<file path="config.mk">
export PLATFORM = sky130hd
export DESIGN_NAME = scp_connect
export DESIGN_NICKNAME = d
export VERILOG_FILES = /design/src/scp_tap_follower.v /design/src/scp_connect.v
export VERILOG_INCLUDE_DIRS = /design/src
export SDC_FILE = /design/constraint.sdc
export NUM_CORES = 1
export LEC_CHECK = 0
export BUFFER_PORTS_ARGS = -buffer_cell sky130_fd_sc_hd__buf_2
export CORE_ASPECT_RATIO = 1.1
export CORE_MARGIN = 2
export CORE_UTILIZATION = 45
export DETAILED_ROUTE_END_ITERATION = 12
export PLACE_DENSITY = 0.69
export SLEW_MARGIN = 20
export SYNTH_ARGS = -nofsm -noshare
export SYNTH_HDL_FRONTEND = slang
export SYNTH_HIERARCHICAL = 1
export SYNTH_SLANG_ARGS = --single-unit
</file>
<file path="constraint.sdc">
create_clock -name core_clk_i -period 2.1 [get_ports core_clk_i]
set_input_delay 0.63 -clock core_clk_i [delete_from_list [all_inputs] [get_ports core_clk_i]]
set_output_delay 0.63 -clock core_clk_i [all_outputs]
set_load 0.01 [all_outputs]
</file>
<file path="src/scp_defs.vh">
// Shared constants for the scan connect port: TAP state codes,
// global addresses, connect status codes and protocol lengths.
// Assumes it is included by bare name from every design file.
`ifndef SCP_DEFS_VH
`define SCP_DEFS_VH

// ==========================================================
// TAP state codes
`define SCP_TLR 4'h0
`define SCP_RTI 4'h1
`define SCP_SEL_DR 4'h2
`define SCP_CAP_DR 4'h3
`define SCP_SH_DR 4'h4
`define SCP_EX1_DR 4'h5
`define SCP_PA_DR 4'h6
`define SCP_EX2_DR 4'h7
`define SCP_UP_DR 4'h8
`define SCP_SEL_IR 4'h9
`define SCP_CAP_IR 4'ha
`define SCP_SH_IR 4'hb
`define SCP_EX1_IR 4'hc
`define SCP_PA_IR 4'hd
`define SCP_EX2_IR 4'he
`define SCP_UP_IR 4'hf

// ==========================================================
// Global addresses
`define SCP_ADDR_RESET 10'h000
`define SCP_ADDR_DISCONNECT 10'h3fe
`define SCP_ADDR_SYNC 10'h3ff

// ==========================================================
// Connect status codes
`define SCP_ST_OFF 2'h0
`define SCP_ST_ON 2'h1
`define SCP_ST_RESET 2'h2
`define SCP_ST_MCAST 2'h3

// ==========================================================
// Protocol lengths
`define SCP_ADDR_BITS 4'ha
`define SCP_ADDR_LONG 4'hb
`define SCP_ACK_HALVES 5'h1c
`define SCP_ACK_LAST_PAIR 4'hd

`endif

</file>
<file path="src/scp_tap_follower.v">
// TAP state follower: steps the standard TAP state diagram.
// Assumes step is a one-cycle pulse per test clock rising edge.
`timescale 1ns/10ps
`default_nettype none
`include "scp_defs.vh"

module scp_tap_follower (
    input wire core_clk_i,
    input wire arst_n_i,
    input wire force_reset_i,
    input wire step_i,
    input wire mode_select_i,
    output reg [3:0] state_o
);

    reg [3:0] next_state;

    // ==========================================================
    // Next state
    always @* begin
        case (state_o)
            `SCP_TLR: next_state = mode_select_i ? `SCP_TLR : `SCP_RTI;
            `SCP_RTI: next_state = mode_select_i ? `SCP_SEL_DR : `SCP_RTI;
            `SCP_SEL_DR: next_state = mode_select_i ? `SCP_SEL_IR : `SCP_CAP_DR;
            `SCP_CAP_DR: next_state = mode_select_i ? `SCP_EX1_DR : `SCP_SH_DR;
            `SCP_SH_DR: next_state = mode_select_i ? `SCP_EX1_DR : `SCP_SH_DR;
            `SCP_EX1_DR: next_state = mode_select_i ? `SCP_UP_DR : `SCP_PA_DR;
            `SCP_PA_DR: next_state = mode_select_i ? `SCP_EX2_DR : `SCP_PA_DR;
            `SCP_EX2_DR: next_state = mode_select_i ? `SCP_UP_DR : `SCP_SH_DR;
            `SCP_UP_DR: next_state = mode_select_i ? `SCP_SEL_DR : `SCP_RTI;
            `SCP_SEL_IR: next_state = mode_select_i ? `SCP_TLR : `SCP_CAP_IR;
            `SCP_CAP_IR: next_state = mode_select_i ? `SCP_EX1_IR : `SCP_SH_IR;
            `SCP_SH_IR: next_state = mode_select_i ? `SCP_EX1_IR : `SCP_SH_IR;
            `SCP_EX1_IR: next_state = mode_select_i ? `SCP_UP_IR : `SCP_PA_IR;
            `SCP_PA_IR: next_state = mode_select_i ? `SCP_EX2_IR : `SCP_PA_IR;
            `SCP_EX2_IR: next_state = mode_select_i ? `SCP_UP_IR : `SCP_SH_IR;
            `SCP_UP_IR: next_state = mode_select_i ? `SCP_SEL_DR : `SCP_RTI;
            default: next_state = `SCP_TLR;
        endcase
    end

    // ==========================================================
    // State register
    always @(posedge core_clk_i or negedge arst_n_i) begin
        if (!arst_n_i) begin
            state_o <= `SCP_TLR;
        end else if (force_reset_i) begin
            state_o <= `SCP_TLR;
        end else if (step_i) begin
            state_o <= next_state;
        end
    end

endmodule // scp_tap_follower
`default_nettype wire

</file>
<file path="src/scp_connect.v">
// Connect control of a multidrop addressable scan port: TAP monitors,
// shadow address receiver, address decode, acknowledge and the switch.
// Assumes all port pins are asynchronous to core_clk_i, and the test
// clock is much slower than core_clk_i so its edges can be sampled.
`timescale 1ns/10ps
`default_nettype none
`include "scp_defs.vh"

// What this block does
// - No shadow reception or response while primary state is Shift-DR.
// - No shadow reception or response in Exit1-DR or Exit2-DR.
// - Pause-DR accepts shadow sequences and recognises the sync address.
// - No shadow reception or response in Update-DR.
// - No shadow reception or response in any IR state but Pause-IR.
// - Pause-IR accepts shadow sequences and recognises the sync address.
// - Status comes from last valid address against board and globals.
// - All-zero address gives RESET status.
// - Address 3fe gives DISCONNECT result and OFF status.
// - All-ones address gives MULTICAST status when both followers sit in a Pause state.
// - Board match sends acknowledge, then enters ON with full connection.
// - Other addresses give OFF at once: outputs off, select held.
// - Disconnect gives OFF at once, no acknowledge, chain state kept.
// - Reset gives RESET at once: outputs off, secondary select high.
// - Sync gives MULTICAST: data and select forward, primary out off.
// - Sync takes effect only when both followers sit in a Pause state.
// - Sync outside both Pause states is treated as DISCONNECT.
// - Symbols are bit pairs: idle 11, select 00, one 01, zero 10.
// - Ten data pairs, LSB first, framed IS ... SI, also for acknowledge.
// - Primary monitor follows TAP diagram on mode select at clock rise.
// - Connect indicator low for MATCH or sync, high during acknowledge.
module scp_connect (
    input wire core_clk_i,
    input wire arst_n_i,
    input wire primary_test_clock_i,
    input wire primary_data_in_i,
    input wire primary_mode_select_i,
    input wire primary_test_reset_n_i,
    input wire protocol_bypass_n_i,
    input wire secondary_data_in_i,
    input wire [9:0] board_address_inputs_i,
    output reg primary_data_out_o,
    output reg primary_data_out_oe_o,
    output reg secondary_data_out_o,
    output reg secondary_data_out_oe_o,
    output reg secondary_mode_select_o,
    output reg connect_indicator_n_o
);

    localparam RX_IDLE = 3'h0;
    localparam RX_SEL = 3'h1;
    localparam RX_PAIR_A = 3'h2;
    localparam RX_PAIR_B = 3'h3;
    localparam RX_CLOSE_A = 3'h4;
    localparam RX_CLOSE_B = 3'h5;

    // ==========================================================
    // Input synchronisers
    reg [1:0] sync_tck, sync_tdi, sync_tms, sync_trst, sync_byp, sync_sdi;
    reg [9:0] sync_addr_a, board_addr;
    reg tck_prev;
    wire tck, tdi, tms, trst_n, byp_n, sdi, tck_rise;

    always @(posedge core_clk_i or negedge arst_n_i) begin
        if (!arst_n_i) begin
            sync_tck <= 2'h0;
            sync_tdi <= 2'h3;
            sync_tms <= 2'h3;
            sync_trst <= 2'h0;
            sync_byp <= 2'h3;
            sync_sdi <= 2'h3;
            sync_addr_a <= 10'h000;
            board_addr <= 10'h000;
            tck_prev <= 1'b0;
        end else begin
            sync_tck <= {sync_tck[0], primary_test_clock_i};
            sync_tdi <= {sync_tdi[0], primary_data_in_i};
            sync_tms <= {sync_tms[0], primary_mode_select_i};
            sync_trst <= {sync_trst[0], primary_test_reset_n_i};
            sync_byp <= {sync_byp[0], protocol_bypass_n_i};
            sync_sdi <= {sync_sdi[0], secondary_data_in_i};
            sync_addr_a <= board_address_inputs_i;
            board_addr <= sync_addr_a;
            tck_prev <= sync_tck[1];
        end
    end

    assign tck = sync_tck[1];
    assign tdi = sync_tdi[1];
    assign tms = sync_tms[1];
    assign trst_n = sync_trst[1];
    assign byp_n = sync_byp[1];
    assign sdi = sync_sdi[1];
    assign tck_rise = tck & ~tck_prev;

    // ==========================================================
    // TAP state followers
    wire [3:0] prim_state, sec_state;
    wire prim_pause, sec_pause, prim_ok;

    scp_tap_follower u_prim (
        .core_clk_i(core_clk_i),
        .arst_n_i(arst_n_i),
        .force_reset_i(~trst_n),
        .step_i(tck_rise),
        .mode_select_i(tms),
        .state_o(prim_state)
    );

    scp_tap_follower u_sec (
        .core_clk_i(core_clk_i),
        .arst_n_i(arst_n_i),
        .force_reset_i(1'b0),
        .step_i(tck_rise),
        .mode_select_i(secondary_mode_select_o),
        .state_o(sec_state)
    );

    assign prim_pause = (prim_state == `SCP_PA_DR) ||
                        (prim_state == `SCP_PA_IR);
    assign sec_pause = (sec_state == `SCP_PA_DR) ||
                       (sec_state == `SCP_PA_IR);
    // Only the four stable non-shift states accept shadow traffic
    assign prim_ok = prim_pause || (prim_state == `SCP_TLR) ||
                     (prim_state == `SCP_RTI);

    // ==========================================================
    // Shadow receiver, decode and acknowledge
    reg [2:0] rx_state;
    reg rx_armed, rx_first;
    reg [3:0] rx_cnt;
    reg [9:0] rx_addr;
    reg rx_all_one, rx_all_zero;
    reg [3:0] rx_start;
    reg [1:0] status;
    reg ack_busy;
    reg [4:0] ack_half;
    reg [3:0] ack_start;
    wire rx_hold, rx_bad, pair_one, pair_zero, pair_sel, pair_idle;
    wire [3:0] ack_pair, ack_idx;
    reg ack_bit;

    assign rx_hold = ~trst_n | ~byp_n;
    // A state change or a disabled state while framing aborts the frame
    assign rx_bad = (rx_state != RX_IDLE) &&
                    (!prim_ok || prim_state != rx_start);
    assign pair_one = ~rx_first & tdi;
    assign pair_zero = rx_first & ~tdi;
    assign pair_sel = ~rx_first & ~tdi;
    assign pair_idle = rx_first & tdi;
    assign ack_pair = ack_half[4:1];
    assign ack_idx = ack_pair - 4'h2;

    // Acknowledge bit: I S D0..D9 S I, each as a half pair
    always @* begin
        if (ack_pair == 4'h0 || ack_pair == `SCP_ACK_LAST_PAIR) begin
            ack_bit = 1'b1;
        end else if (ack_pair == 4'h1 || ack_pair == 4'hc) begin
            ack_bit = 1'b0;
        end else begin
            ack_bit = rx_addr[ack_idx] ^ ~ack_half[0];
        end
    end

    always @(posedge core_clk_i or negedge arst_n_i) begin
        if (!arst_n_i) begin
            rx_state <= RX_IDLE;
            rx_armed <= 1'b0;
            rx_first <= 1'b0;
            rx_cnt <= 4'h0;
            rx_addr <= 10'h000;
            rx_all_one <= 1'b1;
            rx_all_zero <= 1'b1;
            rx_start <= `SCP_TLR;
            status <= `SCP_ST_OFF;
            ack_busy <= 1'b0;
            ack_half <= 5'h00;
            ack_start <= `SCP_TLR;
        end else if (rx_hold) begin
            rx_state <= RX_IDLE;
            rx_armed <= 1'b0;
            ack_busy <= 1'b0;
        end else if (tck_rise && ack_busy) begin
            if (prim_state != ack_start) begin
                ack_busy <= 1'b0;
                status <= `SCP_ST_OFF;
            end else if (ack_half == `SCP_ACK_HALVES - 5'h01) begin
                ack_busy <= 1'b0;
                status <= `SCP_ST_ON;
            end else begin
                ack_half <= ack_half + 5'h01;
            end
        end else if (tck_rise && rx_bad) begin
            rx_state <= RX_IDLE;
            rx_armed <= 1'b0;
            if (rx_cnt != 4'h0) begin
                status <= `SCP_ST_OFF;
            end
        end else if (tck_rise && prim_ok) begin
            case (rx_state)
                RX_IDLE: begin
                    rx_armed <= tdi;
                    if (rx_armed && !tdi) begin
                        rx_state <= RX_SEL;
                        rx_start <= prim_state;
                    end
                end
                RX_SEL: begin
                    rx_armed <= tdi;
                    rx_cnt <= 4'h0;
                    rx_all_one <= 1'b1;
                    rx_all_zero <= 1'b1;
                    rx_state <= tdi ? RX_IDLE : RX_PAIR_A;
                end
                RX_PAIR_A: begin
                    rx_first <= tdi;
                    rx_state <= RX_PAIR_B;
                end
                RX_PAIR_B: begin
                    if (pair_one || pair_zero) begin
                        // LSB arrives first, so shift in from the top
                        if (rx_cnt < `SCP_ADDR_BITS) begin
                            rx_addr <= {pair_one, rx_addr[9:1]};
                        end
                        if (rx_cnt != `SCP_ADDR_LONG) begin
                            rx_cnt <= rx_cnt + 4'h1;
                        end
                        rx_all_one <= rx_all_one & pair_one;
                        rx_all_zero <= rx_all_zero & pair_zero;
                        rx_state <= RX_PAIR_A;
                    end else if (pair_sel) begin
                        rx_state <= (rx_cnt == 4'h0) ? RX_PAIR_A : RX_CLOSE_A;
                    end else begin
                        rx_state <= RX_IDLE;
                        rx_armed <= 1'b1;
                        if (rx_cnt != 4'h0) begin
                            status <= `SCP_ST_OFF;
                        end
                    end
                end
                RX_CLOSE_A: begin
                    rx_first <= tdi;
                    rx_state <= RX_CLOSE_B;
                end
                RX_CLOSE_B: begin
                    rx_state <= RX_IDLE;
                    rx_armed <= 1'b1;
                    if (!pair_idle) begin
                        status <= `SCP_ST_OFF;
                    end else if (rx_cnt == `SCP_ADDR_LONG) begin
                        // Long runs of all ones or zeros keep global meaning
                        if (rx_all_zero) begin
                            status <= `SCP_ST_RESET;
                        end else if (rx_all_one && prim_pause && sec_pause) begin
                            status <= `SCP_ST_MCAST;
                        end else begin
                            status <= `SCP_ST_OFF;
                        end
                    end else if (rx_cnt != `SCP_ADDR_BITS) begin
                        status <= `SCP_ST_OFF;
                    end else if (rx_addr == `SCP_ADDR_RESET) begin
                        status <= `SCP_ST_RESET;
                    end else if (rx_addr == `SCP_ADDR_DISCONNECT) begin
                        status <= `SCP_ST_OFF;
                    end else if (rx_addr == `SCP_ADDR_SYNC) begin
                        if (prim_pause && sec_pause) begin
                            status <= `SCP_ST_MCAST;
                        end else begin
                            status <= `SCP_ST_OFF;
                        end
                    end else if (rx_addr == board_addr) begin
                        status <= `SCP_ST_OFF;
                        ack_busy <= 1'b1;
                        ack_half <= 5'h00;
                        ack_start <= prim_state;
                    end else begin
                        status <= `SCP_ST_OFF;
                    end
                end
                default: rx_state <= RX_IDLE;
            endcase
        end
    end

    // ==========================================================
    // Switch and connect indicator
    reg next_pdo, next_pdo_oe, next_sdo, next_sdo_oe, next_secondary_mode_select, next_con_n;

    always @* begin
        next_pdo = sdi;
        next_pdo_oe = 1'b0;
        next_sdo = tdi;
        next_sdo_oe = 1'b0;
        next_secondary_mode_select = secondary_mode_select_o;
        next_con_n = 1'b1;
        if (!byp_n) begin
            next_pdo_oe = 1'b1;
            next_sdo_oe = 1'b1;
            next_secondary_mode_select = trst_n ? tms : 1'b1;
            next_con_n = 1'b0;
        end else if (!trst_n) begin
            next_secondary_mode_select = 1'b1;
        end else if (ack_busy) begin
            next_pdo = ack_bit;
            next_pdo_oe = 1'b1;
        end else begin
            case (status)
                `SCP_ST_ON: begin
                    next_pdo_oe = 1'b1;
                    next_sdo_oe = 1'b1;
                    next_secondary_mode_select = tms;
                    next_con_n = 1'b0;
                end
                `SCP_ST_MCAST: begin
                    next_sdo_oe = 1'b1;
                    next_secondary_mode_select = tms;
                    next_con_n = 1'b0;
                end
                `SCP_ST_RESET: begin
                    next_secondary_mode_select = 1'b1;
                end
                default: begin
                    next_secondary_mode_select = secondary_mode_select_o;
                end
            endcase
        end
    end

    always @(posedge core_clk_i or negedge arst_n_i) begin
        if (!arst_n_i) begin
            primary_data_out_o <= 1'b1;
            primary_data_out_oe_o <= 1'b0;
            secondary_data_out_o <= 1'b1;
            secondary_data_out_oe_o <= 1'b0;
            secondary_mode_select_o <= 1'b1;
            connect_indicator_n_o <= 1'b1;
        end else begin
            primary_data_out_o <= next_pdo;
            primary_data_out_oe_o <= next_pdo_oe;
            secondary_data_out_o <= next_sdo;
            secondary_data_out_oe_o <= next_sdo_oe;
            secondary_mode_select_o <= next_secondary_mode_select;
            connect_indicator_n_o <= next_con_n;
        end
    end

endmodule // scp_connect
`default_nettype wire

</file>
; After elaboration in Yosys (flattened, before gate mapping)
; Index checks and enable logic that the tools add are counted.
[classes]
add_sub_neg = 3
mul = 0
n_div = 0
n_lt_le_gt_ge = 2
eq_ne = 77
shifts = 0
muxes = 121
bitwise_logic = 23
n_reduce_logical = 60
[op_table]
columns = op, count
row1 = case mux 4 bit (12 select lines), 2
row2 = equality test 4 bit (second input constant), 19
row3 = two-way mux 5 bit, 13
row4 = two-way mux 1 bit, 50
row5 = two-way mux 2 bit, 24
row6 = two-way mux 4 bit, 12
row7 = two-way mux 3 bit, 12
row8 = equality test 4 x 3 -> 1 bit (second input constant), 8
row9 = != test 4 bit (second input constant), 7
row10 = != test 2 bit (second input constant), 11
row11 = != test 3 bit (second input constant), 7
row12 = nonzero test 3 bit, 7
row13 = equality test 10 bit (second input constant), 2
row14 = AND reduction 6 bit, 3
row15 = equality test 4 x 2 -> 1 bit (second input constant), 4
row16 = zero test 4 bit, 4
row17 = case mux 3 bit (5 select lines), 1
row18 = NOT 1 bit, 14
row19 = AND reduction 7 bit, 2
row20 = OR reduction 2 bit, 7
row21 = AND reduction 13 bit, 1
row22 = equality test 4 x 1 -> 1 bit (second input constant), 3
row23 = AND reduction 12 bit, 1
row24 = AND reduction 11 bit, 1
row25 = other kinds (37), 71
[totals]
ff_bits = 84
latch_bits = 0
ram_bits = 0
rom_bits = 0
out_inout_bits = 6
elab_cells = 315
mem_count = 0

; Logic depth before layout (Yosys ltp)
; Gate-level depths: netlist (run 1).
[depth]
depth_word = 14
ltp_mapped = 8
mapped_depth_nobuf = 8

; Modules after synthesis
; Netlist (run 1), hierarchy kept.
[by_module_without_submodules]
columns = mod, instances, cells_each, area_each_um2
row1 = scp_connect, 1, 338, 3783.6
row2 = scp_tap_follower, 2, 46, 390.4

; Worst setup path before layout (run 1)
; OpenSTA, ideal clock, no wires.
[synth_timing]
path_type = flip-flop to flip-flop
start = reg sync_tdi[1]
end = reg rx_cnt[3]
t_arrival_ns = 2.152
t_required_ns = 2.005
setup_slack_ns = -0.148
stages_incl_launch_ff = 9
n_path_buf = 0
synth_period_minus_slack_ns = 2.248
path_cell_list = dfstp_2 -> inv_1 -> ha_1 -> nand2b_1 -> nand2_1 -> a2111oi_0 -> o21ai_1 -> nand2b_1 -> o31ai_1
[synth_between]
elab_chain_cells = 5
elab_cells_between_ends = 6
cone_classes = 1 x eq/ne / 3 x bitwise / 2 x reduce/logical
[synth_rtl]
columns = item, line_no
row1 = from (decl), scp_connect.v:58  ; reg [1:0] sync_tck, sync_tdi, sync_tms, sync_trst, sync_byp, sync_sdi;
row2 = from (signal assigned), scp_connect.v:76  ; sync_tdi <= {sync_tdi[0], primary_data_in_i};
row3 = NOT 1 bit, scp_connect.v:147  ; assign pair_zero = rx_first & ~tdi;
row4 = AND 1 bit, scp_connect.v:147
row5 = logical OR 1 bit (*), scp_connect.v:219  ; if (pair_one || pair_zero) begin
row6 = != test 2 bit (no line) (*), -
row7 = AND reduction 7 bit (no line) (*), -
row8 = to (signal assigned), scp_connect.v:225  ; rx_cnt <= rx_cnt + 4'h1;
row9 = to (decl), scp_connect.v:130  ; reg [3:0] rx_cnt;
; Mark *: on every way between the ends. The rest lies on a longest branch, timed or not.
; A chain may end at the register's enable or synchronous reset.

; Final worst setup path (run 1)
[layout_timing]
start = reg u_prim.state_o[3]
end = reg ack_half[1]
[layout_between]
elab_chain_cells = 10
elab_cells_between_ends = 18
cone_classes = 7 x eq/ne / 11 x reduce/logical
[layout_rtl]
columns = item, line_no
row1 = from (decl), scp_tap_follower.v:13  ; output reg [3:0] state_o
row2 = from (signal assigned), scp_tap_follower.v:46  ; state_o <= `SCP_TLR;
row3 = from (signal assigned), scp_tap_follower.v:48  ; state_o <= `SCP_TLR;
row4 = from (signal assigned), scp_tap_follower.v:50  ; state_o <= next_state;
row5 = equality test 4 x 3 -> 1 bit or equality test 4 bit (tied branches), -
row6 = logical OR 1 bit, scp_connect.v:118  ; assign prim_pause = (prim_state == `SCP_PA_DR) ||
row7 = logical OR 1 bit (2 in series), scp_connect.v:123  ; assign prim_ok = prim_pause || (prim_state == `SCP_TLR) ||
row8 = zero test 1 bit, scp_connect.v:145  ; (!prim_ok || prim_state != rx_start);
row9 = logical OR 1 bit, scp_connect.v:145
row10 = logical AND 1 bit, scp_connect.v:144  ; assign rx_bad = (rx_state != RX_IDLE) &&
row11 = logical AND 1 bit, scp_connect.v:192  ; end else if (tck_rise && rx_bad) begin
row12 = != test 2 bit (no line), -
row13 = AND reduction 13 bit (no line) (*), -
row14 = to (signal assigned), scp_connect.v:190  ; ack_half <= ack_half + 5'h01;
row15 = to (decl), scp_connect.v:136  ; reg [4:0] ack_half;
; Marks and branches as above.

==> impl_metrics.ini, run 1 <==
[run_status]
outcome = finished, violations left
failed_checks = setup timing

[critical_path]
timing.critical_path.cells = and4bb_2, o31ai_4, a21o_1, o32a_4, buf_8, o21ai_0, o21ai_0
critical_path_arrival_ns = 2.47
critical_path.endpoint_type = register
crit_path_start_kind = register
worst_r2r_path_depth = 7
cpPeakStageDelay_ns = 0.47
slowest_stage = sky130_fd_sc_hd__dfrtp_2
r2r-end = ack_half[1]
crit-reg2reg-launch = u_prim/state_o[3]
cp_required_ns = 2.32
cp.buffers_inverters = 1
critical-path-top-delay-family = compound AO/OA/AOI/OAI gates
timing.critical_path.mode_cell = sky130_fd_sc_hd__o21ai_0
setup.worst_path.class = register to register
regToRegSetupSlack_ns = -0.14
cp_max_fo = 6

[sta]
timing.final.hold_violations = 0
final.setup.tns_ns = -1.15
final_max_tran_viols = 0
setup_slack_ns = -0.143
clock.fmax_mhz = 446
fin_worst_skew_ns = 0.0158
total_of_endpoints_with_negative_setup_slack_in_the_final_report = 19
setup_repair_after_global_routing_missed_its_margin = true
timing.final.crit_share_pct = 107
min_clock_period_post_route_ns = 2.24

[die]
io_pins = 24
row_count = 38
floorplan.die_area_mm2 = 0.0110
floorplan.die.height_um = 110
core_mm2 = 0.00989
floorplan.initialDensity_pct = 46.2
die_width_um = 100

[synth]
yosys_register_bits = 84
synthesis.area_mm2 = 0.00456
dominant_combinational_cell_family_by_area_after_synthesis = simple AND/OR/NAND/NOR gates
post_synth_mux_area_share_pct = 6.33
asyncSetResetFlopFracSynth_pct = 100
synth.yosys.seq_area_share_pct = 46.4
postSynthCellCount = 430
post_synth_fa_ha_maj_area_fraction_pct = 3.02
synth-compound-area-share_pct = 16.3
synth_unique_cells = 76
synth_top_area_share_pct = 38.4
synth-warning-count = 6
ys.flop_type = sky130_fd_sc_hd__dfrtp_1
avgSynthCellArea_um2 = 10.6
netlist.top_cell.by_area = sky130_fd_sc_hd__dfrtp_1
synth_edf_count = 0
synth_xor_area_share_pct = 4.80
yosys-top-cells-area = sky130_fd_sc_hd__dfrtp_1 38%, sky130_fd_sc_hd__dfstp_2 8.1%, sky130_fd_sc_hd__mux2_2 4.7%, sky130_fd_sc_hd__ha_1 3.0%, sky130_fd_sc_hd__xor2_1 2.7%
yosys.area_share.simple_pct = 18.3

[worst_hold_path]
worstHoldPathType = input port to async pin

[placed_design]
numPortBuffers = 23
dp_hpwl_um = 7250
placed_area_mm2 = 0.00516
gp_routability_congestion = 0.871

[drt]
post_drt_wl_per_cell_um = 17.3
drt-initial-drc-count = 231
route.final.wire_length_um = 11100
ant_nets = 0
drt-pass1-iter-count = 5
drc_errors = 0
detailroute.via_count = 3687
avgViaCountPerCell = 5.75

[clocking]
htree_levels = 3
worstSkewPairLatency_ns = 0.37
cts-hold-fix-buffers = 0
cts_root_buffer = sky130_fd_sc_hd__clkbuf_8
tritoncts = yes
worst_setup_hold_path_clk_slew_ns = 0.10
cts_inserted_buffers = 9
ctsLongestPathBuffers = 2
cts.sinks = 84

[power_and_ir_drop]
p_seq_share_pct = 56.0
cellPowerDensity_mw_per_mm2 = 534
switching_power_uw = 845
power_report.internal_total_mw = 2.26
power.share.clock_pct = 34.8
fin_total_pwr_mw = 3.10
power.static_leakage_nw = 2.54
vdd.ir_drop.worst_mv = 0.496
p_sw_share_pct = 27.2
p_comb_share_pct = 9.2

[cells_and_area]
summed_area_of_non_filler_cells_in_the_final_layout_mm2 = 0.00581
ff_latch_area_mm2 = 0.00212
final_core_util_pct = 58.7
layout.filler_cells = 812
area_delta_synth_final_pct = 27.3
fin_nets = 545
multiInputGateArea_mm2 = 0.00256
post_route_cells_drive_above_1_share_pct = 40.3
diodes_inserted = 0

[flow_run]
cap_violations = 0

[grt]
grt_remaining_overflow = 0
grt_pass1_wl_um = 17500
grt_start_max_net_pins = 85
grt_use_total_pct = 20.4
number_of_global_route_vias_before_repair = 3634
antenna_found_initial = 0
## Yosys cell counts, types with 6 or more instances
master / n
sky130_fd_sc_hd__inv_1: 15
sky130_fd_sc_hd__ha_1: 11
sky130_fd_sc_hd__xor2_1: 14
sky130_fd_sc_hd__nand4_1: 7
sky130_fd_sc_hd__nor4_1: 8
sky130_fd_sc_hd__o21ai_0: 22
sky130_fd_sc_hd__dfstp_2: 14
sky130_fd_sc_hd__and3_1: 7
sky130_fd_sc_hd__dfrtp_1: 70
sky130_fd_sc_hd__nor2b_1: 8
sky130_fd_sc_hd__buf_4: 6
sky130_fd_sc_hd__clkbuf_1: 7
sky130_fd_sc_hd__o21ai_1: 7
sky130_fd_sc_hd__nor2_1: 19
sky130_fd_sc_hd__nand2_1: 30
sky130_fd_sc_hd__mux2_2: 19
sky130_fd_sc_hd__a21oi_1: 11
sky130_fd_sc_hd__nand2b_1: 12
sky130_fd_sc_hd__xnor2_1: 11
sky130_fd_sc_hd__nand3_1: 18
## power groups by stage
| stage | logic [mW] | clock network, mW | registers (mW) |
|---|---|---|---|
| floorplan | 0.128 | 0 | 1.75 |
| global placement | 0.254 | 0 | 1.76 |
| detailed placement | 0.259 | 0 | 1.77 |
| CTS | 0.273 | 1.11 | 1.74 |
| global route | 0.314 | 1.18 | 1.74 |
| finish | 0.285 | 1.08 | 1.74 |
## area by class of cell
| class | count | share of cell area [%] |
|---|---|---|
| Clock buffer | 10 | 2.20 |
| Clock inverter | 6 | 0.818 |
| Inverter | 17 | 1.10 |
| Multi-Input combinational cell | 308 | 44.1 |
| Sequential cell | 84 | 36.6 |
| Tap cell | 120 | 2.58 |
| Timing Repair Buffer | 96 | 12.6 |
## through the flow
stage,setup slack [ns],cells,hold slack [ns]
CTS,-0.0518,637,0.282
floorplan,-0.0159,432,0.331
global placement,-0.0721,608,0.332
global route,-0.151,641,0.296
detailed placement,-0.0990,608,0.335
finish,-0.143,641,0.255
## what timing repair did
item,in CTS,in global routing
cloned,0,1
resized for setup,22,48
setup endpoints to repair,29,31
setup buffers,13,3
pin swaps,15,22
## routing by layer
layer	GRT usage (%)	wire length [µm]	vias up
met4	9.10	269	0
li1	-	-	1739
met3	4.01	442	25
met2	33.7	5550	113
met5	0	0	-
met1	26.2	4850	1810
## logic make-up (layout without fill, tap and decap cells)
| kind of cell | after synthesis | after routing |
|---|---|---|
| flops | 84 | 84 |
| fa+ha+maj | 11 | 11 |
| simple gates | 145 | 145 |
| xor+xnor | 25 | 25 |
| other cells | 1 | 3 |
| compound gates | 100 | 100 |
| buf+inv | 40 | 129 |
| mux | 24 | 24 |
## placed cells by master, fill, tap and decap left out, drive strengths merged, types with 6 or more instances in the layout
cell type,synthesis,routed
a211oi,6,6
o21ai,29,29
nand2b,12,12
nand4,7,7
nand3,20,20
xnor2,11,11
mux2,19,19
nor3,6,6
nor2,23,23
nor2b,8,8
dfstp,14,14
dfrtp,70,70
a21oi,13,13
ha,11,11
and3,7,7
buf,15,95
clkbuf,8,11
nor4,9,9
inv,17,21
nand2,30,30
xor2,14,14
## worst max path at each step
| stage | cells after the start | start | to |
|---|---|---|---|
| final | 7 | u_prim/state_o[3] | ack_half[1] |
| after global routing | 6 | rx_addr[4] | ack_start[3] |
| after CTS | 6 | rx_addr[9] | ack_start[3] |
| after detailed placement | 6 | rx_addr[9] | ack_start[3] |
| after global placement | 6 | rx_addr[9] | ack_start[0] |
| after floorplan | 8 | sync_tdi[1] | rx_cnt[3] |
## registers in the layout, summed over array words and instances (netlist names), 3 cells and up
| name | cells |
|---|---|
| sync_addr_a | 10 |
| u_sec/state_o | 4 |
| ack_start | 4 |
| ack_half | 5 |
| rx_start | 4 |
| rx_addr | 10 |
| board_addr | 10 |
| rx_cnt | 4 |
| rx_state | 3 |
| u_prim/state_o | 4 |
No activity file was read; power rests on OpenSTA's default activity.
==> inputs of run 2 (changes only) <==
--- a/config.mk
+++ b/config.mk
@@ -9,9 +9,9 @@
 export BUFFER_PORTS_ARGS = -buffer_cell sky130_fd_sc_hd__buf_2
 export CORE_ASPECT_RATIO = 1.1
 export CORE_MARGIN = 2
-export CORE_UTILIZATION = 45
+export CORE_UTILIZATION = 55
 export DETAILED_ROUTE_END_ITERATION = 12
-export PLACE_DENSITY = 0.69
+export PLACE_DENSITY = 0.77
 export SLEW_MARGIN = 20
 export SYNTH_ARGS = -nofsm -noshare
 export SYNTH_HDL_FRONTEND = slang
==> run 2 against run 1 <==
Against the previous run: the flow still finishes with violations (setup timing); via count rose by 1.1%; sequential share of layout area rose by 0.49 points; final area fell by 1.3%; total power rose by 2.0%; worst hold slack got worse by 0.052 ns; first-iteration DRC count rose by 22%; non-clock buffer count fell by 10.
==> impl_metrics.ini, run 2 (synthesized netlist as in run 1, its figures left out) <==
[run_status]
outcome = finished, violations left
failed_checks = setup timing

[die]
row_count = 34
core_mm2 = 0.00800
floorplan.die.height_um = 99.5
floorplan.initialDensity_pct = 57.1
die_width_um = 90.9
floorplan.die_area_mm2 = 0.00904
io_pins = 24

[clocking]
worstSkewPairLatency_ns = 0.36
cts_inserted_buffers = 9
tritoncts = yes
ctsLongestPathBuffers = 2
cts_root_buffer = sky130_fd_sc_hd__clkbuf_8
cts.sinks = 84
cts-hold-fix-buffers = 0
worst_setup_hold_path_clk_slew_ns = 0.10
htree_levels = 3

[cells_and_area]
ff_latch_area_mm2 = 0.00212
fin_nets = 535
mostFrequentLayoutCell = sky130_fd_sc_hd__dfrtp_1
post_route_cells_drive_above_1_share_pct = 38.7
multiInputGateArea_mm2 = 0.00256
final_cell_mix = 66 x sky130_fd_sc_hd__dfrtp_1, 59 x sky130_fd_sc_hd__buf_4, 29 x sky130_fd_sc_hd__nand2_1, 22 x sky130_fd_sc_hd__buf_2
summed_area_of_non_filler_cells_in_the_final_layout_mm2 = 0.00573
final_cells = 619
largest_registers = board_addr x10, rx_addr x10, sync_addr_a x10
area_delta_synth_final_pct = 25.6
diodes_inserted = 0
layout.filler_cells = 569

[worst_hold_path]
worstHoldPathType = input port to async pin

[sta]
fin_worst_skew_ns = 0.0114
setup_repair_after_global_routing_missed_its_margin = true
timing.final.crit_share_pct = 105
timing.final.hold_violations = 0
setup_slack_ns = -0.101
final.setup.tns_ns = -0.496
whs_ns = 0.203
min_clock_period_post_route_ns = 2.20
total_of_endpoints_with_negative_setup_slack_in_the_final_report = 8
final_max_tran_viols = 0
clock.fmax_mhz = 454

[grt]
number_of_global_route_vias_before_repair = 3656
antenna_found_initial = 0
grt_remaining_overflow = 0
grt_start_max_net_pins = 33
grt_pass1_wl_um = 17600
grt_use_total_pct = 24.3

[power_and_ir_drop]
vdd.ir_drop.worst_mv = 0.618
cellPowerDensity_mw_per_mm2 = 552
p_seq_share_pct = 54.9
power.share.clock_pct = 35.9
power.static_leakage_nw = 2.50
switching_power_uw = 882
p_comb_share_pct = 9.2
p_sw_share_pct = 27.9
power_report.internal_total_mw = 2.28

[critical_path]
cpPeakStageDelay_ns = 0.53
cp_max_fo = 4
setup.worst_path.class = register to register
crit_path_start_kind = register
cp_required_ns = 2.35
critical_path_arrival_ns = 2.45
slowest_stage = sky130_fd_sc_hd__or4b_4
critical_path.endpoint_type = register
timing.critical_path.cells = xor2_1, nor4_2, nand4_1, nor2_2, or4b_4, mux2_2

[placed_design]
preCtsSetupSlack_ns = -0.110
place.detailed.instances = 594
numPortBuffers = 23
gp_routability_congestion = 0.859
dp_hpwl_um = 7330
placed_area_mm2 = 0.00513

[drt]
route.final.wire_length_um = 10900
wl_met3_um = 500
detail_route.wirelength.met1_um = 4640
avgViaCountPerCell = 6.02
drc_errors = 0
route.met2.wl_um = 5520
ant_nets = 0
post_drt_wl_per_cell_um = 17.6
drt-pass1-iter-count = 5
detailroute.via_count = 3727
drt-initial-drc-count = 282
maxUsedRoutingLayer = met4

[flow_run]
cap_violations = 0
[run 2: layout make-up]
cell class,count,area share [%]
clock inverters,7,1.46
multi-input cells,308,44.6
repair buffers,86,11.2
inverters,17,1.11
well taps,108,2.36
flip-flops and latches,84,37.1
clock buffers,9,2.16
[run 2: final timing paths]
kind | slack, ns | startpoint | depth (start not counted) | to
worst max-delay path | -0.10 | rx_addr[9] | 6 | ack_start[1]
worst min-delay path | 0.20 | arst_n_i | 1 | ack_half[4]
worst max register to register | -0.10 | rx_addr[9] | 6 | ack_start[1]
worst min register to register | 0.36 | sync_trst[0] | 0 | sync_trst[1]
max in group asynchronous | 1.28 | arst_n_i | 2 | connect_indicator_n_o
min in group core_clk_i | 0.36 | sync_trst[0] | 0 | sync_trst[1]
[run 2: power by group through the flow]
| stage | sequential, mW | clock (mW) | combinational [mW] |
|---|---|---|---|
| after floorplan | 1.75 | 0 | 0.128 |
| after global placement | 1.76 | 0 | 0.248 |
| after detailed placement | 1.77 | 0 | 0.254 |
| after CTS | 1.73 | 1.15 | 0.263 |
| after global routing | 1.74 | 1.23 | 0.321 |
| final | 1.74 | 1.14 | 0.290 |
[run 2: metal layers]
| layer | vias up | track usage [%] |
|---|---|---|
| li1 | 1724 | - |
| met1 | 1857 | 31.6 |
| met2 | 122 | 41.4 |
| met3 | 24 | 3.94 |
| met4 | 0 | 8.97 |
| met5 | - | 0 |
[run 2: per-stage QoR]
| stage | utilization (%) | power, mW |
|---|---|---|
| 2_1_floorplan | - | 1.88 |
| 3_3_place_gp | 64.2 | 2.01 |
| 3_5_place_dp | 64.2 | 2.02 |
| 4_1_cts | 67.9 | 3.15 |
| 5_1_grt | 71.7 | 3.29 |
| 6_report | 71.7 | 3.17 |
[run 2: timing repair]
action                                  CTS  global route
buffers inserted                          6             2
gates resized for setup                   9            63
cloned                                    0             1
pin swaps                                10            19
endpoints found under the setup margin   26            32
[run 2: critical path, delay by kind of cell, from the launching register on]
family | cells | cell delay (ns)
xor gates and xnor gates | 1 | 0.18
muxes | 1 | 0.30
and+or+nand+nor | 4 | 1.20
DFF | 1 | 0.40
